$ cat src/design/pxg_defs.svh
/*
  Constants for the port crossbar and general-purpose I/O block: special
  function register addresses, reset values, field positions and pin numbers.
  Assumes it is included by bare name from the design files that need it.
*/
`ifndef PXG_DEFS_SVH
`define PXG_DEFS_SVH

// ----------------------------------------------------------------------------
// Register addresses in the special function register space
// ----------------------------------------------------------------------------
`define PXG_ADDR_PORT 8'h80
`define PXG_ADDR_SKIP 8'hE1
`define PXG_ADDR_SELA 8'hE2
`define PXG_ADDR_SELB 8'hE3
`define PXG_BITADDR_PORT_BASE 5'h10

// ----------------------------------------------------------------------------
// Reset values
// ----------------------------------------------------------------------------
`define PXG_RST_PORT 8'hFF
`define PXG_RST_SKIP 8'h00
`define PXG_RST_SELA 8'h00
`define PXG_RST_SELB 8'h00
`define PXG_SELB_RD_MASK 8'hC7

// ----------------------------------------------------------------------------
// Field positions, function select A
// ----------------------------------------------------------------------------
`define PXG_SELA_CAPT_HI 7
`define PXG_SELA_CAPT_LO 6
`define PXG_SELA_CMPASYNC 5
`define PXG_SELA_CMPSYNC 4
`define PXG_SELA_SYSCLK 3
`define PXG_SELA_TWOWIRE 2
`define PXG_SELA_RX 1
`define PXG_SELA_TX 0

// ----------------------------------------------------------------------------
// Field positions, function select B
// ----------------------------------------------------------------------------
`define PXG_SELB_PUD 7
`define PXG_SELB_XBAR_EN 6
`define PXG_SELB_T1 2
`define PXG_SELB_T0 1
`define PXG_SELB_ECI 0

// ----------------------------------------------------------------------------
// Fixed serial pins and capture field codes
// ----------------------------------------------------------------------------
`define PXG_PIN_TX 3'h4
`define PXG_PIN_RX 3'h5
`define PXG_CAPT_NONE 2'h0
`define PXG_CAPT_ZERO 2'h1
`define PXG_CAPT_ONE 2'h2
`define PXG_CAPT_ALL 2'h3

`endif

$ cat src/design/pxg_pkg.sv
/*
  Types shared by the crossbar decoder and the port top level.
  Assumes nothing beyond a SystemVerilog compiler.
*/
package pxg_pkg;

  // Peripheral signals in crossbar priority order; serial pins are fixed.
  typedef enum logic [3:0] {
    PXG_RES_NONE   = 4'h0,
    PXG_RES_SDA    = 4'h1,
    PXG_RES_SCL    = 4'h2,
    PXG_RES_CMP    = 4'h3,
    PXG_RES_CMPA   = 4'h4,
    PXG_RES_SYSCLK = 4'h5,
    PXG_RES_COMPARE_OUTPUT_ZERO   = 4'h6,
    PXG_RES_COMPARE_OUTPUT_ONE   = 4'h7,
    PXG_RES_COMPARE_OUTPUT_TWO   = 4'h8,
    PXG_RES_ECI    = 4'h9,
    PXG_RES_T0     = 4'hA,
    PXG_RES_T1     = 4'hB,
    PXG_RES_TX     = 4'hC,
    PXG_RES_RX     = 4'hD
  } pxg_res_t;

  typedef pxg_res_t pxg_owner_t [8];

endpackage

$ cat src/design/pxg_route_if.sv
/*
  Carrier between the port top level and the crossbar decoder: resource
  enables and skip mask go in, one owner per pin comes back.
  Assumes both ends sit in one clock domain; the decode is combinational.
*/
`timescale 1ns/1ps
interface pxg_route_if;
  import pxg_pkg::*;
  logic [13:0] resEnable;
  logic [7:0] pinSkip;
  pxg_owner_t pinOwner;

  modport top (output resEnable, output pinSkip, input pinOwner);
  modport xbar (input resEnable, input pinSkip, output pinOwner);
endinterface

$ cat src/design/pxg_crossbar.sv
/*
  Priority crossbar decoder. Gives each enabled resource the lowest pin that
  is neither skipped nor already taken; serial pins are fixed.
  Assumes the enables already include the crossbar master enable.
*/
`timescale 1ns/1ps
`include "pxg_defs.svh"
module pxg_crossbar
  import pxg_pkg::*;
(
  // Routing carrier
  pxg_route_if.xbar route
);

  // Lowest free pin; bit 3 flags that one was found.
  function automatic logic [3:0] lowestFree(input logic [7:0] used);
    logic [3:0] res;
    res = 4'h0;
    for (int p = 7; p >= 0; p--) begin
      if (!used[p]) begin
        res = {1'b1, 3'(p)};
      end
    end
    return res;
  endfunction

  // ---------------------------------------------------------------------------
  // Priority decode
  // ---------------------------------------------------------------------------
  // A resource with its enable clear claims nothing, so later ones move down.
  always_comb begin
    logic [7:0] used;
    logic [3:0] pick;
    used = route.pinSkip;
    pick = 4'h0;
    for (int p = 0; p < 8; p++) begin
      route.pinOwner[p] = PXG_RES_NONE;
    end
    if (route.resEnable[PXG_RES_TX]) begin
      route.pinOwner[`PXG_PIN_TX] = PXG_RES_TX;
      used[`PXG_PIN_TX] = 1'b1;
    end
    if (route.resEnable[PXG_RES_RX]) begin
      route.pinOwner[`PXG_PIN_RX] = PXG_RES_RX;
      used[`PXG_PIN_RX] = 1'b1;
    end
    for (int r = 1; r <= 11; r++) begin
      if (route.resEnable[r]) begin
        pick = lowestFree(used);
        if (pick[3]) begin
          route.pinOwner[pick[2:0]] = pxg_res_t'(4'(r));
          used[pick[2:0]] = 1'b1;
        end
      end
    end
  end

endmodule

$ cat src/design/pxg_port_top.sv
/*
  Byte-wide port with priority crossbar and general-purpose I/O: the pin
  skip mask, two function select registers, the port data latch, pin
  drivers, weak pull-up controls and routing of peripheral signals.
  Assumes the core drives the special function register strobes in step
  with clk, pins are sampled synchronously, and output mode and analog
  selection come from registers outside this block.
*/
`timescale 1ns/1ps
`include "pxg_defs.svh"
// Function
// - External counter clock input routed when enabled.
// - Free digital pins serve as software I/O.
// - Port register byte and bit addressable.
// - Writes held in output latch until rewritten.
// - Ordinary reads return pin levels.
// - Read-modify-write byte instructions read the latch.
// - Single-bit writes also read the latch.
// - Modified latch value written back to latch.
// - Lowest free unskipped pin, fixed priority.
// - Crossbar enable bit activates routing.
// - Disabled crossbar leaves all drivers off.
// - Pull-ups on open-drain pins not driving low.
module pxg_port_top
  import pxg_pkg::*;
(
  // Clock and reset
  input wire logic clk,
  input wire logic reset_n,
  // Byte access to the special function registers
  input wire logic [7:0] sfrAddr,
  input wire logic sfrWrEn,
  input wire logic [7:0] sfrWrData,
  input wire logic sfrRdEn,
  input wire logic sfrRmw,
  output logic [7:0] sfrRdData,
  // Bit access to the port register
  input wire logic [7:0] bitAddr,
  input wire logic bitWrEn,
  input wire logic bitWrValue,
  input wire logic bitRdEn,
  output logic bitRdData,
  // Pin configuration held outside this block
  input wire logic [7:0] pushPullMode,
  input wire logic [7:0] analogMode,
  // Port pins
  input wire logic [7:0] pinIn,
  output logic [7:0] pinOut,
  output logic [7:0] pinOe,
  output logic [7:0] pullupEn,
  // Peripheral outputs toward pins
  input wire logic serialTxOut,
  input wire logic sdaDriveOut,
  input wire logic sclDriveOut,
  input wire logic comparatorOutput,
  input wire logic comparatorAsyncOutput,
  input wire logic systemClockOut,
  input wire logic compareOutputZero,
  input wire logic compareOutputOne,
  input wire logic compareOutputTwo,
  // Pin levels toward peripherals
  output logic serialRxIn,
  output logic sdaIn,
  output logic sclIn,
  output logic counterExternalClockInput,
  output logic timerZeroIn,
  output logic timerOneIn
);

  // ---------------------------------------------------------------------------
  // Registers
  // ---------------------------------------------------------------------------
  logic [7:0] portData_reg;
  logic [7:0] pinSkipMask_reg;
  logic [7:0] functionSelA_reg;
  logic [7:0] functionSelB_reg;
  logic [7:0] portData_next;
  logic crossbarOn;
  logic bitHit;
  logic [7:0] pinLevelOut;
  logic [7:0] pinOpenDrain;
  pxg_route_if route ();

  // True when a bit address falls on the port register.
  function automatic logic isPortBit(input logic [7:0] addr);
    return addr[7:3] == `PXG_BITADDR_PORT_BASE;
  endfunction

  assign bitHit = isPortBit(bitAddr);
  assign crossbarOn = functionSelB_reg[`PXG_SELB_XBAR_EN];

  // ---------------------------------------------------------------------------
  // Configuration registers
  // ---------------------------------------------------------------------------
  // Unused bits of select B are not stored, so they always read zero.
  always_ff @(posedge clk or negedge reset_n) begin
    if (!reset_n) begin
      pinSkipMask_reg <= `PXG_RST_SKIP;
      functionSelA_reg <= `PXG_RST_SELA;
      functionSelB_reg <= `PXG_RST_SELB;
    end else if (sfrWrEn) begin
      if (sfrAddr == `PXG_ADDR_SKIP) begin
        pinSkipMask_reg <= sfrWrData;
      end
      if (sfrAddr == `PXG_ADDR_SELA) begin
        functionSelA_reg <= sfrWrData;
      end
      if (sfrAddr == `PXG_ADDR_SELB) begin
        functionSelB_reg <= sfrWrData & `PXG_SELB_RD_MASK;
      end
    end
  end

  // ---------------------------------------------------------------------------
  // Port data latch
  // ---------------------------------------------------------------------------
  // A byte write of a read-modify-write instruction carries the core's result,
  // which was computed from the latch value returned below.
  always_comb begin
    portData_next = portData_reg;
    if (sfrWrEn && sfrAddr == `PXG_ADDR_PORT) begin
      portData_next = sfrWrData;
    end else if (bitWrEn && bitHit) begin
      // Only the addressed bit changes; the others keep the latch, not the pin.
      portData_next[bitAddr[2:0]] = bitWrValue;
    end
  end

  always_ff @(posedge clk or negedge reset_n) begin
    if (!reset_n) begin
      portData_reg <= `PXG_RST_PORT;
    end else begin
      portData_reg <= portData_next;
    end
  end

  // ---------------------------------------------------------------------------
  // Byte read data
  // ---------------------------------------------------------------------------
  // Read data is registered and appears the cycle after the read strobe.
  always_ff @(posedge clk or negedge reset_n) begin
    if (!reset_n) begin
      sfrRdData <= 8'h00;
    end else if (sfrRdEn) begin
      unique case (sfrAddr)
        `PXG_ADDR_PORT: sfrRdData <= sfrRmw ? portData_reg : pinIn;
        `PXG_ADDR_SKIP: sfrRdData <= pinSkipMask_reg;
        `PXG_ADDR_SELA: sfrRdData <= functionSelA_reg;
        `PXG_ADDR_SELB: sfrRdData <= functionSelB_reg;
        default: sfrRdData <= 8'h00;
      endcase
    end
  end

  // ---------------------------------------------------------------------------
  // Bit read data
  // ---------------------------------------------------------------------------
  always_ff @(posedge clk or negedge reset_n) begin
    if (!reset_n) begin
      bitRdData <= 1'b0;
    end else if (bitRdEn) begin
      if (!bitHit) begin
        bitRdData <= 1'b0;
      end else if (sfrRmw) begin
        bitRdData <= portData_reg[bitAddr[2:0]];
      end else begin
        bitRdData <= pinIn[bitAddr[2:0]];
      end
    end
  end

  // ---------------------------------------------------------------------------
  // Resource enables toward the decoder
  // ---------------------------------------------------------------------------
  // Every enable is gated by the master enable so a disabled crossbar owns no pin.
  always_comb begin
    logic [1:0] capt;
    capt = functionSelA_reg[`PXG_SELA_CAPT_HI:`PXG_SELA_CAPT_LO];
    route.resEnable = 14'h0000;
    route.resEnable[PXG_RES_TX] = functionSelA_reg[`PXG_SELA_TX];
    route.resEnable[PXG_RES_RX] = functionSelA_reg[`PXG_SELA_RX];
    route.resEnable[PXG_RES_SDA] = functionSelA_reg[`PXG_SELA_TWOWIRE];
    route.resEnable[PXG_RES_SCL] = functionSelA_reg[`PXG_SELA_TWOWIRE];
    route.resEnable[PXG_RES_CMP] = functionSelA_reg[`PXG_SELA_CMPSYNC];
    route.resEnable[PXG_RES_CMPA] = functionSelA_reg[`PXG_SELA_CMPASYNC];
    route.resEnable[PXG_RES_SYSCLK] = functionSelA_reg[`PXG_SELA_SYSCLK];
    route.resEnable[PXG_RES_COMPARE_OUTPUT_ZERO] = capt != `PXG_CAPT_NONE;
    route.resEnable[PXG_RES_COMPARE_OUTPUT_ONE] = capt == `PXG_CAPT_ONE || capt == `PXG_CAPT_ALL;
    route.resEnable[PXG_RES_COMPARE_OUTPUT_TWO] = capt == `PXG_CAPT_ALL;
    route.resEnable[PXG_RES_ECI] = functionSelB_reg[`PXG_SELB_ECI];
    route.resEnable[PXG_RES_T0] = functionSelB_reg[`PXG_SELB_T0];
    route.resEnable[PXG_RES_T1] = functionSelB_reg[`PXG_SELB_T1];
    if (!crossbarOn) begin
      route.resEnable = 14'h0000;
    end
  end

  assign route.pinSkip = pinSkipMask_reg;

  pxg_crossbar u_crossbar (
    .route(route.xbar)
  );

  // ---------------------------------------------------------------------------
  // Pin drivers and pull-ups
  // ---------------------------------------------------------------------------
  // Pins with no output resource carry the latch, which is how free pins act
  // as general-purpose outputs. Two-wire pins are open-drain whatever the mode.
  always_comb begin
    for (int p = 0; p < 8; p++) begin
      pinOpenDrain[p] = !pushPullMode[p];
      unique case (route.pinOwner[p])
        PXG_RES_TX: pinLevelOut[p] = serialTxOut;
        PXG_RES_SDA: pinLevelOut[p] = sdaDriveOut;
        PXG_RES_SCL: pinLevelOut[p] = sclDriveOut;
        PXG_RES_CMP: pinLevelOut[p] = comparatorOutput;
        PXG_RES_CMPA: pinLevelOut[p] = comparatorAsyncOutput;
        PXG_RES_SYSCLK: pinLevelOut[p] = systemClockOut;
        PXG_RES_COMPARE_OUTPUT_ZERO: pinLevelOut[p] = compareOutputZero;
        PXG_RES_COMPARE_OUTPUT_ONE: pinLevelOut[p] = compareOutputOne;
        PXG_RES_COMPARE_OUTPUT_TWO: pinLevelOut[p] = compareOutputTwo;
        default: pinLevelOut[p] = portData_reg[p];
      endcase
      if (route.pinOwner[p] == PXG_RES_SDA || route.pinOwner[p] == PXG_RES_SCL) begin
        pinOpenDrain[p] = 1'b1;
      end
    end
  end

  // Open-drain pins drive only a low; analog pins never drive.
  always_comb begin
    for (int p = 0; p < 8; p++) begin
      pinOut[p] = pinLevelOut[p];
      pinOe[p] = crossbarOn && !analogMode[p] && (!pinOpenDrain[p] || !pinLevelOut[p]);
      pullupEn[p] = !functionSelB_reg[`PXG_SELB_PUD] && !analogMode[p] && pinOpenDrain[p]
                    && !pinOe[p];
    end
  end

  // ---------------------------------------------------------------------------
  // Pin levels toward peripherals
  // ---------------------------------------------------------------------------
  // An input with no pin idles high, the level an unconnected pull-up gives.
  always_comb begin
    serialRxIn = 1'b1;
    sdaIn = 1'b1;
    sclIn = 1'b1;
    counterExternalClockInput = 1'b1;
    timerZeroIn = 1'b1;
    timerOneIn = 1'b1;
    for (int p = 0; p < 8; p++) begin
      unique case (route.pinOwner[p])
        PXG_RES_RX: serialRxIn = pinIn[p];
        PXG_RES_SDA: sdaIn = pinIn[p];
        PXG_RES_SCL: sclIn = pinIn[p];
        PXG_RES_ECI: counterExternalClockInput = pinIn[p];
        PXG_RES_T0: timerZeroIn = pinIn[p];
        PXG_RES_T1: timerOneIn = pinIn[p];
        default: ;
      endcase
    end
  end

endmodule

$ cat config.mk
export PLATFORM = sky130hd
export DESIGN_NAME = pxg_port_top
export DESIGN_NICKNAME = d
export VERILOG_FILES = /design/src/design/pxg_pkg.sv /design/src/design/pxg_route_if.sv /design/src/design/pxg_crossbar.sv /design/src/design/pxg_port_top.sv
export VERILOG_INCLUDE_DIRS = /design/src /design/src/design
export SDC_FILE = /design/constraint.sdc
export NUM_CORES = 1
export LEC_CHECK = 0
export BUFFER_PORTS_ARGS = -buffer_cell sky130_fd_sc_hd__clkbuf_2
export CORE_ASPECT_RATIO = 0.8
export CORE_MARGIN = 4
export CORE_UTILIZATION = 50
export DETAILED_ROUTE_END_ITERATION = 6
export MAX_ROUTING_LAYER = met4
export PLACE_DENSITY = 0.71
export SLEW_MARGIN = 20
export SYNTH_ARGS = -nofsm -noshare
export SYNTH_HDL_FRONTEND = slang
export SYNTH_SLANG_ARGS = --single-unit
$ cat constraint.sdc
create_clock -name clk -period 6.9 [get_ports clk]
set_input_delay 1.38 -clock clk [delete_from_list [all_inputs] [get_ports clk]]
set_output_delay 1.38 -clock clk [all_outputs]
set_load 0.05 [all_outputs]
==> results.tsv, run 1 <==
metric	value	unit
Synth area leaders	dfrtp_1 (10%), nor2_1 (5.7%), nand2_1 (5.4%)	
Max Cap Violations	0	
vias in the first global route	9023	
fill count	958	
Post-CTS Hold Buffers	0	
Req. time, crit path	5.52	ns
Ant. Diodes	0	
final worst setup slack	-0.158	ns
max-slew violations	0	
Die Y	115	um
clock skew	0.00346	ns
Hold EP	sfrRdData[2]$_DFFE_PN0P_	
clk buf depth	2	
Synth Area per Inst	7.24	sq um
top cell type's share of synthesized area	0.105	
status	finished, violations left	
Antenna Nets Post-Route	0	
die area	16300	sq um
Final setup viols	13	
Worst Reg-to-Reg Cells	6	
flops & latches, synth	38	
Simple-Gate Fraction of Synth Area	0.298	
Synth cell types	119	
Via density	7.05	
Power Total	1.30	mW
RSZ-0062 raised after global routing	true	
Mapped Cells	988	
Wirelength per Cell	24.7	um
Clock Latency Late Sink	0.29	ns
H-tree Lvls	2	
Worst Tran Pin Value	0.931	ns
CP arrival	5.68	ns
Synth async-reset ratio	1.00	
Worst Hold Class	register to register	
CP max FO	5	
share of cells above drive strength 1	0.474	
power density over cell area	119	nW/um^2
commonest non-fill, non-tap cells in the layout	buf_4 (219), nor2_1 (98), nand2_1 (97), clkbuf_2 (79), a21oi_1 (61)	
CTS tree	built	
I/O Buffers	103	
fin crit period	7.06	ns
area taken by multi-input logic gates	6660	sq um
failing checks	DRC, setup timing	
fmax	142	MHz
critical path class	register to output pin	
DRC viols	2	
Post-synth top flop	dfrtp_1	
Max rail drop VDD	0.170	mV
Ys Warns	0	
CP max-delay cell	dfrtp_2	
post-place setup slack	-0.312	ns
Setup TNS Final	-0.990	ns
grt total ovfl	0	
number of flops mapped to enable cells by yosys	0	
Root Driver	clkbuf_16	
main combinational cell family by area after synthesis	compound AO/OA/AOI/OAI gates	
TritonRoute pass-1 iters	7	
post-synthesis sequential area ratio	0.134	
largest net degree at the start of global routing	39	
Layout area overhead	53.2	%
r2r setup slk	5.18	ns
syn nets	1053	
fin util	0.795	
max incr delay on CP	0.44	ns
hold path depth	2	
core area	13800	sq um
Mapped Area	7160	sq um
adder-cell share of the synthesized area	0.00437	
Clk pin slew, worst setup/hold paths	0.06	ns
Via Count	10400	
Cell Count, Final, Fillers Out	1473	
cell taking the most area after synthesis	dfrtp_1	
final hold violations	0	
Reg2Reg Launch Point	functionSelB_reg[6]$_DFFE_PN0P_	
routability cong.	1.04	
Starting Density	0.519	
die width	142	um
Num CTS Buffers	5	
Top cell by count, worst path	buf_4	
placed cell count	1392	
complex-gate fraction of the synthesized area	0.409	
initial antenna violation count	0	
critical path startpoint category	register	
first-pass GRT wire length	51.1	mm
row cnt	38	
Iteration-0 DRC Markers	1626	
Slew headroom	0.380	
Sequential Area	975	sq um
Crit Reg-Reg Endpoint	sfrRdData[6]$_DFFE_PN0P_	
layout net count	1357	
drt total wl	36.3	mm
mux share of post-synthesis cell area	0.0941	
hold path start	sfrRdData[2]$_DFFE_PN0P_	
commonest non-fill, non-tap cell in the layout	buf_4	
GRT Total Usage	0.408	
clk sink count	38	
leak pwr	4.82	nW
Tcrit/Tclk final	1.02	
num ports	104	
post-DP HPWL	26.1	mm
Setup crit end kind	output pin	
fraction of synthesized cell area in xor and xnor cells	0.00367	
## cells in the mapped netlist, types with 15 or more instances
cell / number
a21oi_1: 69
nor2_1: 109
clkbuf_1: 25
nand3_1: 40
dfrtp_1: 30
o21ai_1: 15
a31oi_1: 16
o21ai_0: 51
mux2_2: 32
nand2_1: 103
a211oi_1: 17
nor3_1: 35
inv_1: 26
nand2b_1: 18
o22ai_1: 19
mux2i_1: 29
## final cells by class
cell class,instances,share of cell area
Clock inverter,3,0.00628
Timing Repair Buffer,353,0.255
Multi-Input combinational cell,866,0.608
Clock buffer,5,0.0114
Sequential cell,38,0.0889
Inverter,28,0.00959
Tap cell,180,0.0205
## where the power goes
group / switching (mW) / total, mW / internal [mW]
clock: 0.0988 / 0.307 / 0.208
combinational: 0.425 / 0.724 / 0.299
sequential: 0.0286 / 0.269 / 0.240
## worst max-delay path: cells and delay by family (launching register included)
kind | cells | cell delay, ns
multiplexers | 1 | 0.29
buffers and inverters | 9 | 1.40
flip-flops | 1 | 0.44
AO/OA/AOI/OAI | 10 | 2.24
AND/OR/NAND/NOR | 6 | 1.02
## routing by layer
layer,track usage,part of all wire,vias to the layer above
li1,-,-,4452
met1,0.595,0.40,4833
met2,0.570,0.41,927
met3,0.0823,0.15,168
met4,0.112,0.048,0
met5,-,0,-
## per-stage QoR
step	hold WS (ns)	area [sq um]
after detailed placement	0.519	9150
after global placement	0.515	9150
after global routing	0.553	11000
final	0.533	11000
after floorplan	0.544	7190
after CTS	0.529	9710
## cell families (layout without fill, tap and decap cells)
| family | after synthesis | count (layout) |
|---|---|---|
| mux | 62 | 62 |
| simple gates | 417 | 417 |
| fa+ha+maj | 3 | 3 |
| flops | 38 | 38 |
| buf+inv | 84 | 389 |
| xor+xnor | 3 | 3 |
| compound gates | 381 | 381 |
## how the worst max path moves through the flow
stage                               startpoint           to  slack, ns  cells past startpoint
2_1_floorplan   pinSkipMask_reg[0]$_DFFE_PN0P_  pullupEn[6]     -0.006                     24
5_1_grt        functionSelA_reg[2]$_DFFE_PN0P_     pinOe[4]      -0.34                     27
3_3_place_gp    pinSkipMask_reg[1]$_DFFE_PN0P_  pullupEn[0]      -0.09                     23
6_report       functionSelA_reg[2]$_DFFE_PN0P_     pinOe[7]      -0.16                     26
4_1_cts         pinSkipMask_reg[2]$_DFFE_PN0P_  pullupEn[4]      -0.02                     23
3_5_place_dp    pinSkipMask_reg[1]$_DFFE_PN0P_  pullupEn[0]      -0.31                     23
## repair_timing
item / CTS / global route
pin swaps: 12 / 71
cloned: 0 / 2
resized for setup: 46 / 198
setup endpoints to repair: 23 / 24
buffers inserted: 22 / 52
Note: power is estimated with default switching activity, not from simulation.
==> run 2, diff against run 1 <==
Settings changed: CORE_MARGIN 4 to not set, CORE_UTILIZATION 50 to 40, PLACE_DENSITY 0.71 to not set.
==> results.tsv, run 2 (synthesis gave the netlist of run 1 again) <==
metric	value	unit
max-slew violations	0	
Wirelength per Cell	23.0	um
Antenna Nets Post-Route	0	
die area	18400	sq um
Via Count	9810	
fmax	142	MHz
layout net count	1355	
CP max FO	7	
Top delay family on crit path	compound AO/OA/AOI/OAI gates	
Starting Density	0.410	
CP arrival	5.65	ns
share of cells above drive strength 1	0.456	
initial antenna violation count	0	
area taken by multi-input logic gates	6470	sq um
die width	152	um
commonest non-fill, non-tap cells in the layout	buf_4 (228), nor2_1 (101), nand2_1 (100), clkbuf_2 (80), a21oi_1 (60)	
TritonRoute pass-1 iters	7	
GRT Total Usage	0.374	
drt total wl	34.9	mm
largest net degree at the start of global routing	39	
vias in the first global route	8574	
Setup crit end kind	output pin	
clock skew	0.00238	ns
worst hold slack	0.529	ns
power density over cell area	114	nW/um^2
Via density	6.47	
Max Cap Violations	0	
Clk pin slew, worst setup/hold paths	0.06	ns
I/O Buffers	103	
Slew headroom	0.367	
Req. time, crit path	5.52	ns
first-pass GRT wire length	50.3	mm
Sequential Area	972	sq um
CTS tree	built	
Clock Latency Late Sink	0.28	ns
routability cong.	1.01	
Top Metal Used	met4	
Setup TNS Final	-0.407	ns
failing checks	DRC, setup timing	
core area	17400	sq um
fin crit period	7.03	ns
worst-path cell chain	buf_6 > a21oi_2 > or2_4 > a311o_2 > a2111oi_4 > a22oi_2 > a31oi_2 > o31a_1 > nor3_2 > buf_4 > a211o_1 > o221ai_4 > mux2i_4 > a22o_1 > o21ai_2 > and2_4 > buf_4 > and2_4 > or4_4 > o211ai_1 > o21ai_1 > clkbuf_8	
Root Driver	clkbuf_16	
Crit path buffers/inverters	4	
Final setup viols	6	
commonest non-fill, non-tap cell in the layout	buf_4	
leak pwr	4.71	nW
clk buf depth	2	
CP max-delay cell	or4_4	
post-DP HPWL	27.2	mm
metal3 WL	4.53	mm
fill count	1589	
final hold violations	0	
grt total ovfl	0	
critical path class	register to output pin	
Layout area overhead	49.7	%
Worst Hold Class	register to register	
Num CTS Buffers	5	
num ports	104	
max incr delay on CP	0.53	ns
clk sink count	38	
Max rail drop VDD	0.132	mV
status	finished, violations left	
H-tree Lvls	2	
DRC viols	7	
Worst Tran Pin Value	0.950	ns
wire length on met2	13.8	mm
RSZ-0062 raised after global routing	true	
Tcrit/Tclk final	1.02	
Post-Route M1 WL	15.5	mm
row cnt	43	
Die Y	122	um
fin util	0.615	
critical path startpoint category	register	
Iteration-0 DRC Markers	1426	
Post-CTS Hold Buffers	0	
Ant. Diodes	0	
final worst setup slack	-0.126	ns
Power Total	1.22	mW
-- run 2: final cells by class --
cell class | count | area share
Multi-Input combinational cell | 866 | 0.604
Timing Repair Buffer | 351 | 0.254
Sequential cell | 38 | 0.0907
Tap cell | 225 | 0.0263
Clock buffer | 6 | 0.0120
Inverter | 28 | 0.00981
Clock inverter | 2 | 0.00350
-- run 2: tightest hold or removal path, delay by kind of cell, from the launching register on --
| family | cells | cell delay, ns |
|---|---|---|
| compound gates | 1 | 0.06 |
| flops | 1 | 0.37 |
| buf+inv | 1 | 0.05 |
-- run 2: final timing paths --
kind / endpoint / start / slack [ns] / cells after the start
hold reg to reg: sfrRdData[2]$_DFFE_PN0P_ / sfrRdData[2]$_DFFE_PN0P_ / 0.53 / 2
setup reg to reg: sfrRdData[1]$_DFFE_PN0P_ / pinSkipMask_reg[1]$_DFFE_PN0P_ / 5.21 / 7
setup / recovery: timerOneIn / pinSkipMask_reg[1]$_DFFE_PN0P_ / -0.13 / 22
hold / removal: sfrRdData[2]$_DFFE_PN0P_ / sfrRdData[2]$_DFFE_PN0P_ / 0.53 / 2
min in group asynchronous: functionSelB_reg[2]$_DFFE_PN0P_ / reset_n / 1.24 / 1
max in group asynchronous: pinSkipMask_reg[0]$_DFFE_PN0P_ / reset_n / 5.00 / 1
-- run 2: what timing repair did --
action	4_1_cts	5_1_grt
gates resized for setup	62	135
pin swaps	11	44
setup buffers	13	32
hold endpoints to repair	0	0
endpoints found under the setup margin	22	24
-- run 2: metrics by stage --
step	cell area (sq um)	setup WS, ns	cells
after floorplan	7190	-0.00552	988
after global placement	9400	-0.0908	1463
after detailed placement	9400	-0.152	1463
after CTS	9900	-0.0373	1484
after global routing	10700	-0.260	1516
final	10700	-0.126	1516
-- run 2: where the power goes --
group | leakage, nW | switching, mW | internal [mW]
clock | 0.0771 | 0.0874 | 0.170
sequential | 0.479 | 0.0257 | 0.240
combinational | 4.15 | 0.411 | 0.288
total | 4.71 | 0.524 | 0.698
-- run 2: routing by layer --
metal  up-vias  global-route usage
met5         -                   -
met4         0              0.0984
met2       676               0.494
met1      4625               0.550
met3        68              0.0985
li1       4441                   -
